## config.mk

```make
export PLATFORM = sky130hd
export DESIGN_NAME = doc_decoder
export DESIGN_NICKNAME = d
export VERILOG_FILES = /design/src/doc_pkg.sv /design/src/doc_cond_if.sv /design/src/doc_decoder.sv /design/src/doc_cond_eval.sv
export SDC_FILE = /design/constraint.sdc
export NUM_CORES = 1
export LEC_CHECK = 0
export ABC_AREA = 0
export CORE_MARGIN = 2
export CORE_UTILIZATION = 67
export DETAILED_ROUTE_END_ITERATION = 12
export DONT_BUFFER_PORTS = 1
export PLACE_DENSITY_LB_ADDON = 0.1
export SLEW_MARGIN = 40
export SYNTH_ARGS = -nofsm -noshare
export SYNTH_HDL_FRONTEND = slang
export SYNTH_HIERARCHICAL = 1
export SYNTH_SLANG_ARGS = --single-unit
export TNS_END_PERCENT = 20
```

## constraint.sdc

```tcl
create_clock -name i_core_clk -period 3.2 [get_ports i_core_clk]
set_input_delay 0.32 -clock i_core_clk [delete_from_list [all_inputs] [get_ports i_core_clk]]
set_output_delay 0.32 -clock i_core_clk [all_outputs]
set_load 0.005 [all_outputs]
```

## src/doc_pkg.sv

```systemverilog
/*
 * Constants shared by the opcode and condition decoder: opcode patterns and
 * compare masks, field positions, condition selector codes and cycle counts.
 * Assumes 16-bit instruction words and a four-flag condition group.
 */
package doc_pkg;

    // compare masks
    localparam logic [15:0] DOC_MSK_NIB   = 16'hf000;
    localparam logic [15:0] DOC_MSK_BYTE  = 16'hff00;
    localparam logic [15:0] DOC_MSK_12    = 16'hfff0;
    localparam logic [15:0] DOC_MSK_FULL  = 16'hffff;
    localparam logic [15:0] DOC_MSK_COND  = 16'hfc00;

    // opcode patterns
    localparam logic [15:0] DOC_PAT_MAG        = 16'hbe00;
    localparam logic [15:0] DOC_PAT_ADD_SHIFT  = 16'h2000;
    localparam logic [15:0] DOC_PAT_ADD_HIGH   = 16'h6100;
    localparam logic [15:0] DOC_PAT_ADD_SHORT  = 16'hb800;
    localparam logic [15:0] DOC_PAT_ADD_LONG   = 16'hbf90;
    localparam logic [15:0] DOC_PAT_ADD_CARRY  = 16'h6000;
    localparam logic [15:0] DOC_PAT_ADD_LOWU   = 16'h6200;
    localparam logic [15:0] DOC_PAT_ADD_TEMP   = 16'h6300;
    localparam logic [15:0] DOC_PAT_AUX_ADD    = 16'h7800;
    localparam logic [15:0] DOC_PAT_AND_DATA   = 16'h6e00;
    localparam logic [15:0] DOC_PAT_AND_LONG   = 16'hbfb0;
    localparam logic [15:0] DOC_PAT_AND_HI16   = 16'hbe81;
    localparam logic [15:0] DOC_PAT_PROD_ADD   = 16'hbe04;
    localparam logic [15:0] DOC_PAT_BR_ACC     = 16'hbe20;
    localparam logic [15:0] DOC_PAT_BR_AUX     = 16'h7b00;
    localparam logic [15:0] DOC_PAT_BR_COND    = 16'he000;

    // field positions
    localparam int DOC_SHIFT_HI_LSB = 8;
    localparam int DOC_SHIFT_LO_LSB = 0;
    localparam int DOC_TP_LSB       = 8;
    localparam int DOC_STATE_LSB    = 4;
    localparam int DOC_MASK_LSB     = 0;
    localparam int DOC_AND_HI_SHIFT = 16;

    // condition selector codes
    localparam logic [1:0] DOC_TP_PIN_LOW = 2'b00;
    localparam logic [1:0] DOC_TP_TC_SET  = 2'b01;
    localparam logic [1:0] DOC_TP_TC_CLR  = 2'b10;
    localparam logic [1:0] DOC_TP_NONE    = 2'b11;

    // word and cycle counts
    localparam logic [1:0] DOC_WORDS_ONE     = 2'h1;
    localparam logic [1:0] DOC_WORDS_TWO     = 2'h2;
    localparam logic [2:0] DOC_CYC_ONE       = 3'h1;
    localparam logic [2:0] DOC_CYC_TWO       = 3'h2;
    localparam logic [2:0] DOC_CYC_BR_ACC    = 3'h4;
    localparam logic [2:0] DOC_CYC_TAKEN     = 3'h4;
    localparam logic [2:0] DOC_CYC_NOT_TAKEN = 3'h2;
    localparam logic [2:0] DOC_CYC_PIN_NOT   = 3'h3;

    typedef enum logic [4:0] {
        DOC_OP_NONE, DOC_OP_MAG, DOC_OP_ADD_SHIFT, DOC_OP_ADD_HIGH, DOC_OP_ADD_SHORT,
        DOC_OP_ADD_LONG, DOC_OP_ADD_CARRY, DOC_OP_ADD_LOWU, DOC_OP_ADD_TEMP,
        DOC_OP_AUX_ADD, DOC_OP_AND_DATA, DOC_OP_AND_LONG, DOC_OP_AND_HI16,
        DOC_OP_PROD_ADD, DOC_OP_BR_ACC, DOC_OP_BR_AUX, DOC_OP_BR_COND
    } doc_op_t;

    function automatic logic doc_match(input logic [15:0] w, input logic [15:0] pat,
                                       input logic [15:0] msk);
        return (w & msk) == pat;
    endfunction : doc_match

endpackage : doc_pkg

```

## src/doc_cond_if.sv

```systemverilog
/*
 * Carries the condition fields and flags from the decoder to the condition
 * evaluator, and the verdict back. Assumes one clock domain.
 */
`timescale 1ns/1ps
interface doc_cond_if;
    logic [1:0] two_bit_condition_select;
    logic [3:0] cond_mask;
    logic [3:0] cond_state;
    logic [3:0] flags;
    logic       test_control_flag;
    logic       branch_input_pin;
    logic       met;

    modport decoder (output two_bit_condition_select, cond_mask, cond_state, flags,
                     test_control_flag, branch_input_pin, input met);
    modport evaluator (input two_bit_condition_select, cond_mask, cond_state, flags,
                       test_control_flag, branch_input_pin, output met);
endinterface : doc_cond_if

```

## src/doc_decoder.sv

```systemverilog
/*
 * Opcode and condition decoder for a 16-bit fixed-point core. Takes words
 * from the fetch unit, decodes add, logic and branch opcodes, gathers the
 * second word of two-word forms, resolves branch conditions and holds off
 * fetch for the instruction's cycle count.
 * Assumes fetch presents words with a valid/ready handshake and that the
 * datapath flags are stable in the cycle the first word is taken.
 */
`timescale 1ns/1ps

module doc_decoder
    import doc_pkg::*;
(
    input  wire logic        i_core_clk,
    input  wire logic        i_rst_n,
    input  wire logic        i_instr_valid,
    input  wire logic [15:0] i_instr_word,
    input  wire logic        i_acc_zero,
    input  wire logic        i_acc_neg,
    input  wire logic        i_overflow,
    input  wire logic        i_carry,
    input  wire logic        i_test_control_flag,
    input  wire logic        i_branch_input_pin,
    input  wire logic        i_aux_nonzero,
    output logic             o_instr_ready,
    output doc_op_t          o_op,
    output logic [3:0]       o_shift_amount_field,
    output logic [7:0]       o_direct_address_field,
    output logic [15:0]      o_ext_word,
    output logic [1:0]       o_words,
    output logic [2:0]       o_cycles,
    output logic             o_cond_met,
    output logic             o_branch_taken,
    output logic             o_illegal,
    output logic             o_dec_valid
);
    typedef enum logic [1:0] {DOC_S_IDLE, DOC_S_EXT, DOC_S_BUSY} doc_state_t;

    doc_cond_if cif ();
    doc_cond_eval u_cond (.cif(cif));

    doc_state_t  state_q, state_d;
    doc_op_t     op_q, op_d;
    logic [3:0]  shift_q, shift_d;
    logic [7:0]  addr_q, addr_d;
    logic [15:0] ext_q, ext_d;
    logic [1:0]  words_q, words_d;
    logic [2:0]  cycles_q, cycles_d;
    logic [2:0]  cnt_q, cnt_d;
    logic        cond_q, cond_d;
    logic        taken_q, taken_d;
    logic        illegal_q, illegal_d;
    logic        valid_q, valid_d;

    wire [15:0] w = i_instr_word;
    wire is_mag   = doc_match(w, DOC_PAT_MAG, DOC_MSK_FULL);
    wire is_addsh = doc_match(w, DOC_PAT_ADD_SHIFT, DOC_MSK_NIB);
    wire is_addhi = doc_match(w, DOC_PAT_ADD_HIGH, DOC_MSK_BYTE);
    wire is_addsi = doc_match(w, DOC_PAT_ADD_SHORT, DOC_MSK_BYTE);
    wire is_addli = doc_match(w, DOC_PAT_ADD_LONG, DOC_MSK_12);
    wire is_add_with_carry_op  = doc_match(w, DOC_PAT_ADD_CARRY, DOC_MSK_BYTE);
    wire is_addlu = doc_match(w, DOC_PAT_ADD_LOWU, DOC_MSK_BYTE);
    wire is_add_shift_by_temp_op  = doc_match(w, DOC_PAT_ADD_TEMP, DOC_MSK_BYTE);
    wire is_auxa  = doc_match(w, DOC_PAT_AUX_ADD, DOC_MSK_BYTE);
    wire is_andd  = doc_match(w, DOC_PAT_AND_DATA, DOC_MSK_BYTE);
    wire is_andl  = doc_match(w, DOC_PAT_AND_LONG, DOC_MSK_12);
    wire is_andh  = doc_match(w, DOC_PAT_AND_HI16, DOC_MSK_FULL);
    wire is_prod  = doc_match(w, DOC_PAT_PROD_ADD, DOC_MSK_FULL);
    wire is_branch_via_accumulator_op  = doc_match(w, DOC_PAT_BR_ACC, DOC_MSK_FULL);
    wire is_baux  = doc_match(w, DOC_PAT_BR_AUX, DOC_MSK_BYTE);
    wire is_conditional_branch_op  = doc_match(w, DOC_PAT_BR_COND, DOC_MSK_COND);
    wire is_bpin  = is_conditional_branch_op && (w[9:8] == DOC_TP_PIN_LOW);

    // every selector code leaves the other path idle for the printed encodings
    assign cif.two_bit_condition_select = w[DOC_TP_LSB +: 2];
    assign cif.cond_mask                = w[DOC_MASK_LSB +: 4];
    assign cif.cond_state               = w[DOC_STATE_LSB +: 4];
    assign cif.flags                    = {i_acc_zero, i_acc_neg, i_overflow, i_carry};
    assign cif.test_control_flag        = i_test_control_flag;
    assign cif.branch_input_pin         = i_branch_input_pin;

    wire two_word   = is_addli | is_andl | is_andh | is_baux | is_conditional_branch_op;
    wire dec_cond   = is_baux ? i_aux_nonzero : (is_conditional_branch_op ? cif.met : 1'b0);
    wire not_taken_cyc_sel = is_bpin;

    doc_op_t dec_op;
    assign dec_op = is_mag   ? DOC_OP_MAG       : is_addsh ? DOC_OP_ADD_SHIFT :
                    is_addhi ? DOC_OP_ADD_HIGH  : is_addsi ? DOC_OP_ADD_SHORT :
                    is_addli ? DOC_OP_ADD_LONG  : is_add_with_carry_op  ? DOC_OP_ADD_CARRY :
                    is_addlu ? DOC_OP_ADD_LOWU  : is_add_shift_by_temp_op  ? DOC_OP_ADD_TEMP  :
                    is_auxa  ? DOC_OP_AUX_ADD   : is_andd  ? DOC_OP_AND_DATA  :
                    is_andl  ? DOC_OP_AND_LONG  : is_andh  ? DOC_OP_AND_HI16  :
                    is_prod  ? DOC_OP_PROD_ADD  : is_branch_via_accumulator_op  ? DOC_OP_BR_ACC    :
                    is_baux  ? DOC_OP_BR_AUX    : is_conditional_branch_op  ? DOC_OP_BR_COND   :
                    DOC_OP_NONE;

    // taken latency first, not-taken second
    wire [2:0] br_cycles = dec_cond ? DOC_CYC_TAKEN :
                           (not_taken_cyc_sel ? DOC_CYC_PIN_NOT : DOC_CYC_NOT_TAKEN);
    wire [2:0] dec_cycles = (is_baux | is_conditional_branch_op) ? br_cycles :
                            is_branch_via_accumulator_op ? DOC_CYC_BR_ACC :
                            (is_addli | is_andl | is_andh) ? DOC_CYC_TWO :
                            DOC_CYC_ONE;
    // long forms carry the shift in the low nibble, the add-shift form in bits 8-11
    wire [3:0] dec_shift = (is_addli | is_andl) ? w[DOC_SHIFT_LO_LSB +: 4] :
                           is_addsh ? w[DOC_SHIFT_HI_LSB +: 4] :
                           is_andh ? 4'(DOC_AND_HI_SHIFT - 1) : 4'h0;

    assign o_instr_ready = (state_q != DOC_S_BUSY);
    wire take = i_instr_valid && o_instr_ready;

    always_comb begin
        state_d   = state_q;
        op_d      = op_q;
        shift_d   = shift_q;
        addr_d    = addr_q;
        ext_d     = ext_q;
        words_d   = words_q;
        cycles_d  = cycles_q;
        cnt_d     = cnt_q;
        cond_d    = cond_q;
        taken_d   = taken_q;
        illegal_d = illegal_q;
        valid_d   = 1'b0;
        case (state_q)
            DOC_S_IDLE: begin
                if (take) begin
                    op_d      = dec_op;
                    shift_d   = dec_shift;
                    addr_d    = w[7:0];
                    ext_d     = 16'h0000;
                    words_d   = two_word ? DOC_WORDS_TWO : DOC_WORDS_ONE;
                    cycles_d  = dec_cycles;
                    cond_d    = dec_cond;
                    taken_d   = dec_cond | is_branch_via_accumulator_op;
                    illegal_d = (dec_op == DOC_OP_NONE);
                    if (two_word) begin
                        state_d = DOC_S_EXT;
                    end else begin
                        valid_d = 1'b1;
                        cnt_d   = dec_cycles - DOC_CYC_ONE;
                        state_d = (dec_cycles > DOC_CYC_ONE) ? DOC_S_BUSY : DOC_S_IDLE;
                    end
                end
            end
            DOC_S_EXT: begin
                if (take) begin
                    ext_d   = w;
                    valid_d = 1'b1;
                    cnt_d   = cycles_q - DOC_CYC_TWO;
                    state_d = (cycles_q > DOC_CYC_TWO) ? DOC_S_BUSY : DOC_S_IDLE;
                end
            end
            DOC_S_BUSY: begin
                cnt_d = cnt_q - 3'h1;
                if (cnt_q == 3'h1) begin
                    state_d = DOC_S_IDLE;
                end
            end
            default: begin
                state_d = DOC_S_IDLE;
            end
        endcase
    end

    always_ff @(posedge i_core_clk or negedge i_rst_n) begin
        if (!i_rst_n) begin
            state_q   <= DOC_S_IDLE;
            op_q      <= DOC_OP_NONE;
            shift_q   <= 4'h0;
            addr_q    <= 8'h00;
            ext_q     <= 16'h0000;
            words_q   <= 2'h0;
            cycles_q  <= 3'h0;
            cnt_q     <= 3'h0;
            cond_q    <= 1'b0;
            taken_q   <= 1'b0;
            illegal_q <= 1'b0;
            valid_q   <= 1'b0;
        end else begin
            state_q   <= state_d;
            op_q      <= op_d;
            shift_q   <= shift_d;
            addr_q    <= addr_d;
            ext_q     <= ext_d;
            words_q   <= words_d;
            cycles_q  <= cycles_d;
            cnt_q     <= cnt_d;
            cond_q    <= cond_d;
            taken_q   <= taken_d;
            illegal_q <= illegal_d;
            valid_q   <= valid_d;
        end
    end

    assign o_op                   = op_q;
    assign o_shift_amount_field   = shift_q;
    assign o_direct_address_field = addr_q;
    assign o_ext_word             = ext_q;
    assign o_words                = words_q;
    assign o_cycles               = cycles_q;
    assign o_cond_met             = cond_q;
    assign o_branch_taken         = taken_q;
    assign o_illegal              = illegal_q;
    assign o_dec_valid            = valid_q;
endmodule : doc_decoder

```

## src/doc_cond_eval.sv

```systemverilog
/*
 * Condition evaluator: turns the selector and the mask-and-state byte into
 * one verdict. Purely combinational; flags are taken as already settled.
 */
`timescale 1ns/1ps
module doc_cond_eval
    import doc_pkg::*;
(
    doc_cond_if.evaluator cif
);
    wire       sel_met;
    wire [3:0] flag_match;
    wire       mask_met;

    // selector: pin low, flag set, flag clear, or nothing
    assign sel_met = (cif.two_bit_condition_select == DOC_TP_PIN_LOW) ? !cif.branch_input_pin :
                     (cif.two_bit_condition_select == DOC_TP_TC_SET)  ? cif.test_control_flag :
                     (cif.two_bit_condition_select == DOC_TP_TC_CLR)  ? !cif.test_control_flag :
                     1'b0;

    // met when any masked flag holds its required state; order zero, negative, overflow, carry
    assign flag_match = ~(cif.flags ^ cif.cond_state);
    assign mask_met   = |(cif.cond_mask & flag_match);
    assign cif.met    = sel_met | mask_met;

endmodule : doc_cond_eval

```

==> flow_summary.yaml, run 1 <==
run_status:
  outcome: "completed"
detailed_routing:
  vias_per_cell: 6.66
  num_vias: 1984
  first_pass_iters: 4
  wl_um: 5920
  ant_nets: 0
  wire_per_inst_um: 19.9
  drtIter0Drc: 187
  drc_errors: 0
sta:
  hold_viol: 0
  rsz0062_at_grt: "false"
  fin_skew_ns: 0.0139
  fmaxAchievable_mhz: 429
  setup_tns_ns: 0
  tightestPinTransition_ns: 0.677
  slew_violations: 0
  max_slew_margin_pct: 54.9
  period_minus_slack_ns: 2.33
  setup_violations: 0
  fin_crit_sh_pct: 72.8
finish:
  syn_to_final_growth_pct: 6.73
  drive_gt1_share_pct: 9.13
  final_cell_mix: "dfrtp_1, nand2_1, inv_1"
  antenna_cells: 0
  layout_commonest_cell: "dfrtp_1"
  multiInputGateArea_mm2: 0.00117
  register_area_mm2: 0.00118
  fill_cells: 270
  fin_nets: 285
die:
  die_area_mm2: 0.00416
  fp.dieH_um: 64.5
  core_area_mm2: 0.00342
  start_util_pct: 71.8
  die_w_um: 64.5
  io_pins: 69
  num_rows: 21
critical_path:
  timing.rr.end: "o_ext_word[15]"
  critPathKind: "reg -> reg"
  critPathLaunchType: "register"
  cp-end-kind: "register"
  cp_top_family: "simple AND/OR/NAND/NOR gates"
  crit_slowest_cell: "and2_1"
  slowest_delay_ns: 0.43
  crit_cells: 8
  required_ns: 3.46
  crit_top_cell: "buf_4"
  reg2regPathDepth: 8
  critPathBufInv: 3
  crit_arrival_ns: 2.59
  reg2reg_from: "state_q[0]"
  cp_max_fo: 16
  r2r_setup_slack_ns: 0.87
  endpoint: "o_ext_word[15]"
  startpoint: "state_q[0]"
  crit_chain: "inv_1 -> ha_1 -> nor2b_1 -> and2_1 -> buf_4 -> nor2_1 -> buf_4 -> a22o_1"
yosys:
  yosysWarnings: 6
  postSynthCellCount: 249
  synth_edf_count: 0
  synthesis.nets: 283
  synth_area_mm2: 0.00245
  synthArstFlopShare_pct: 100
  synthFlopType: "dfrtp_1"
  synth_cell_type_count: 45
  ys_ff_latch: 47
  synth.area.top_cells: "dfrtp_1, nand2_1, a22o_1"
  yosysSeqAreaShare_pct: 47.9
  yosys.area.top_type: "dfrtp_1"
  syn_area_per_cell_um2: 9.85
  synth.top_cell.area_share_pct: 47.9
min_path:
  hold_class: "in -> reg"
global_route:
  grt_pass1_wl_um: 10000
  grt_max_degree: 48
  grt_antenna_before_repair: 0
  grt_pass1_vias: 2128
  grt_usage_pct: 31.8
  overflow: 0
clock_tree:
  clock_latency_ns: 0.37
  cts-root-buf: "clkbuf_4"
  htree_levels: 2
  clk_path_buf_depth: 2
  cts_tree: "done"
  cts_buffers: 5
  postCtsHoldBufs: 2
  postCtsSetupBuffers: 0
  clk_pin_slew_ns: 0.15
  cts_resized: 0
  clkSinkCount: 47
flow_run:
  maxCapViolCount: 0
placed_design:
  place.gp.congestion: 0.900
  io_buffers: 0
  place_hpwl_um: 4350
power:
  total_power_uw: 1740
  leakagePower_uw: 0.00121
  power.density_mw_per_mm2: 664
  peakVddDrop_v: 0.000432
## layout make-up
type	count	share of cell area [%]
sequential	47	44.9
multi-input combinational	174	44.8
inverter	18	2.58
timing repair buffer	5	2.29
tap	46	2.20
clock inverter	3	1.82
clock buffer	5	1.43
## where the power goes
group	total (uW)	leakage [uW]	internal, uW	switching, uW
Combinational	515	0.000540	210	305
Clock	371	0.0000458	169	202
Sequential	854	0.000620	738	116
## routing by layer
metal,track usage (%),wire length [um]
met1,37.7,2320
met2,53.3,2980
met3,9.55,469
met4,14.9,153
met5,0,0
## registers in the layout, indices dropped and copies added, names as in the netlist
signal,count
o_cond_met,1
cnt_q,3
o_op,5
o_cycles,3
o_dec_valid,1
o_illegal,1
state_q,2
o_words,2
o_ext_word,16
o_direct_address_field,8
o_branch_taken,1
o_shift_amount_field,4
## stage by stage
stage	util [%]	worst slack (ns)	instances	cell area (um^2)	hold WS, ns
3_3_place_gp	73.1	0.647	288	2500	0.0252
6_report	76.7	0.870	298	2620	0.0422
5_1_grt	76.7	0.690	298	2620	0.0404
2_1_floorplan	-	0.629	249	2450	0.0244
4_1_cts	76.7	0.877	298	2620	0.0285
3_5_place_dp	73.1	0.511	288	2500	0.0251
## worst min-delay path by stage
| stage | start | end | slack (ns) | depth (start not counted) |
|---|---|---|---|---|
| finish | i_instr_word[0] | o_direct_address_field[0] | 0.04 | 2 |
| global route | i_instr_word[0] | o_direct_address_field[0] | 0.04 | 2 |
| CTS | i_instr_word[0] | o_direct_address_field[0] | 0.03 | 2 |
| detailed placement | i_rst_n | o_ext_word[15] | 0.03 | 0 |
| global placement | i_rst_n | o_ext_word[12] | 0.03 | 0 |
| floorplan | i_rst_n | cnt_q[0] | 0.02 | 0 |
## Yosys cell counts (3+ instances only)
library cell / instances
nand2b_1: 6
inv_1: 18
nor2b_1: 3
mux2_2: 3
o21a_1: 4
a221oi_1: 6
nor2_1: 10
ha_1: 8
a21oi_1: 7
a22o_1: 16
o21ai_0: 13
nand3_1: 6
nand2_1: 39
or4_1: 3
xnor2_1: 5
nor3_1: 6
clkbuf_1: 10
or3_1: 4
dfrtp_1: 47
## cells by family (layout without fill, tap and decap cells)
family | after synthesis | after routing | share of synthesized area (%)
and+or+nand+nor | 90 | 90 | 19.3
AOI/OAI and AO/OA | 63 | 63 | 19.2
DFF | 47 | 47 | 47.9
buffers and inverters | 28 | 31 | 4.28
adders and majority gates | 8 | 8 | 4.08
xor gates and xnor gates | 7 | 7 | 2.50
muxes | 6 | 6 | 2.70
(Power assumes the default switching activity.)
==> inputs of run 2 (changes only) <==
CORE_UTILIZATION = 57   (was 67)
clock period = 2 ns   (was 3.2 ns; I/O delays follow)
==> run 2 against run 1 <==
- the flow now finishes with violations (negative setup slack)
- clock power rose by 92%
- via count is 0.30% lower
- register-to-register slack got worse by 0.71 ns
- critical path type is now in -> reg
==> flow_summary.yaml, run 2 (synthesis results as in run 1) <==
power:
  leakagePower_uw: 0.00136
  total_power_uw: 2940
  peakVddDrop_v: 0.000450
  power.density_mw_per_mm2: 1020
sta:
  setup_tns_ns: -0.119
  max_slew_margin_pct: 54.8
  period_minus_slack_ns: 2.08
  fin_skew_ns: 0.00638
  fin_ws_ns: -0.0772
  rsz0062_at_grt: "true"
  fmaxAchievable_mhz: 481
  tightestPinTransition_ns: 0.678
  setup_violations: 3
  hold_viol: 0
  slew_violations: 0
  fin_crit_sh_pct: 104
clock_tree:
  htree_levels: 2
  cts_tree: "done"
  clk_pin_slew_ns: 0.08
  clock_latency_ns: 0.30
  cts-root-buf: "clkbuf_8"
  clk_path_buf_depth: 2
  cts_buffers: 5
  clkSinkCount: 47
die:
  die_area_mm2: 0.00485
  io_pins: 69
  start_util_pct: 60.5
  core_area_mm2: 0.00406
  die_w_um: 69.6
  num_rows: 23
  fp.dieH_um: 69.6
placed_design:
  dpl_worst_slack_ns: -0.441
  place_hpwl_um: 4220
  place.gp.congestion: 0.846
  dpl-instance-area_mm2: 0.00265
  place_inst: 306
  io_buffers: 0
run_status:
  violations: "negative setup slack"
  outcome: "complete, but fails checks"
global_route:
  overflow: 0
  grt_pass1_vias: 1975
  grt_pass1_wl_um: 9670
  grt_antenna_before_repair: 0
  grt_usage_pct: 25.2
  grt_max_degree: 48
critical_path:
  critPathLaunchType: "primary input"
  reg2regPathDepth: 7
  critPathKind: "in -> reg"
  required_ns: 2.18
  crit_chain: "xnor2_1 -> a222oi_1 -> nand3_1 -> or4_4 -> a21boi_4 -> ha_4 -> or3_4 -> a21oi_2 -> o31ai_1"
  crit_cells: 9
  cp_max_fo: 7
  crit_slowest_cell: "or4_4"
  cp_top_family: "simple AND/OR/NAND/NOR gates"
  critPathBufInv: 0
  slowest_delay_ns: 0.52
  crit_arrival_ns: 2.26
  cp-end-kind: "register"
finish:
  largest_reg_flops: 16
  layout_commonest_cell: "dfrtp_1"
  design_area_mm2: 0.00288
  drive_gt1_share_pct: 18.9
  fin_nets: 303
  final_cells: 320
  syn_to_final_growth_pct: 17.5
  final_cell_mix: "dfrtp_1, nand2_1, inv_1, buf_4, a22o_1"
  fill_cells: 299
  antenna_cells: 0
detailed_routing:
  ant_nets: 0
  wl_um: 5910
  drc_errors: 0
  wl_met2_um: 2990
  wire_per_inst_um: 18.5
  wl_met3_um: 388
  vias_per_cell: 6.18
  num_vias: 1978
  wl_met1_um: 2450
  first_pass_iters: 4
  drtIter0Drc: 113
  top_layer: "met4"
min_path:
  hold_class: "in -> reg"
  whs_path_depth: 2
flow_run:
  maxCapViolCount: 0
run 2: cell types whose count changed in the layout (fill, tap and decap cells not counted), sizes merged:
| cell | change |
|---|---|
| buf | +15 |
| dlygate4sd3 | +3 |
| clkbuf | +1 |
| inv | -1 |
run 2: final timing paths:
check	startpoint	end	slack, ns
worst min-delay path	i_instr_word[1]	o_direct_address_field[1]	0.002
worst max-delay path	i_instr_word[7]	cnt_q[2]	-0.08
min in group asynchronous	i_rst_n	o_op[3]	0.44
worst max register to register	state_q[0]	cnt_q[1]	0.16
worst min register to register	o_words[0]	o_words[0]	0.50
max in group asynchronous	i_rst_n	o_direct_address_field[6]	1.35
run 2: stage by stage:
stage / hold slack, ns / utilization, %
2_1_floorplan: -0.0956 / -
6_report: 0.00218 / 71.0
3_3_place_gp: -0.0939 / 65.3
4_1_cts: 0.000917 / 70.3
3_5_place_dp: -0.0940 / 65.4
5_1_grt: -0.00115 / 71.0
run 2: final cells by class:
type	instances	area, um^2	area share [%]
multi-input combinational	174	1260	43.6
inverter	18	67.6	2.34
timing repair buffer	23	203	7.03
clock inverter	2	35.0	1.22
sequential	47	1180	40.8
tap	50	62.6	2.17
clock buffer	6	82.6	2.86
run 2: report_power, final:
part | leakage (uW) | internal, uW | switching, uW
clock network | 0.0000612 | 404 | 310
registers | 0.000620 | 1180 | 184
logic | 0.000677 | 357 | 499
total | 0.00136 | 1940 | 993
run 2: layer usage:
layer / vias up / global-route usage, %
met4: 0 / 9.40
met5: - / 0
met1: 955 / 32.5
met3: 6 / 6.10
li1: 932 / -
met2: 85 / 41.2
run 2: timing repair:
item | 4_1_cts | 5_1_grt
endpoints found under the hold margin | 50 | 0
pin swaps | 4 | 4
gates resized for setup | 4 | 6
buffers inserted | 0 | 1
hold buffers | 5 | 0
endpoints found under the setup margin | 2 | 4
run 2: worst reg2reg max path, cell delays in order, from the launching register on:
cell	delay [ns]
dfrtp_1	0.35
inv_1	0.07
ha_1	0.22
nor2b_2	0.19
and2_1	0.19
buf_4	0.28
a21oi_4	0.11
mux2_1	0.32
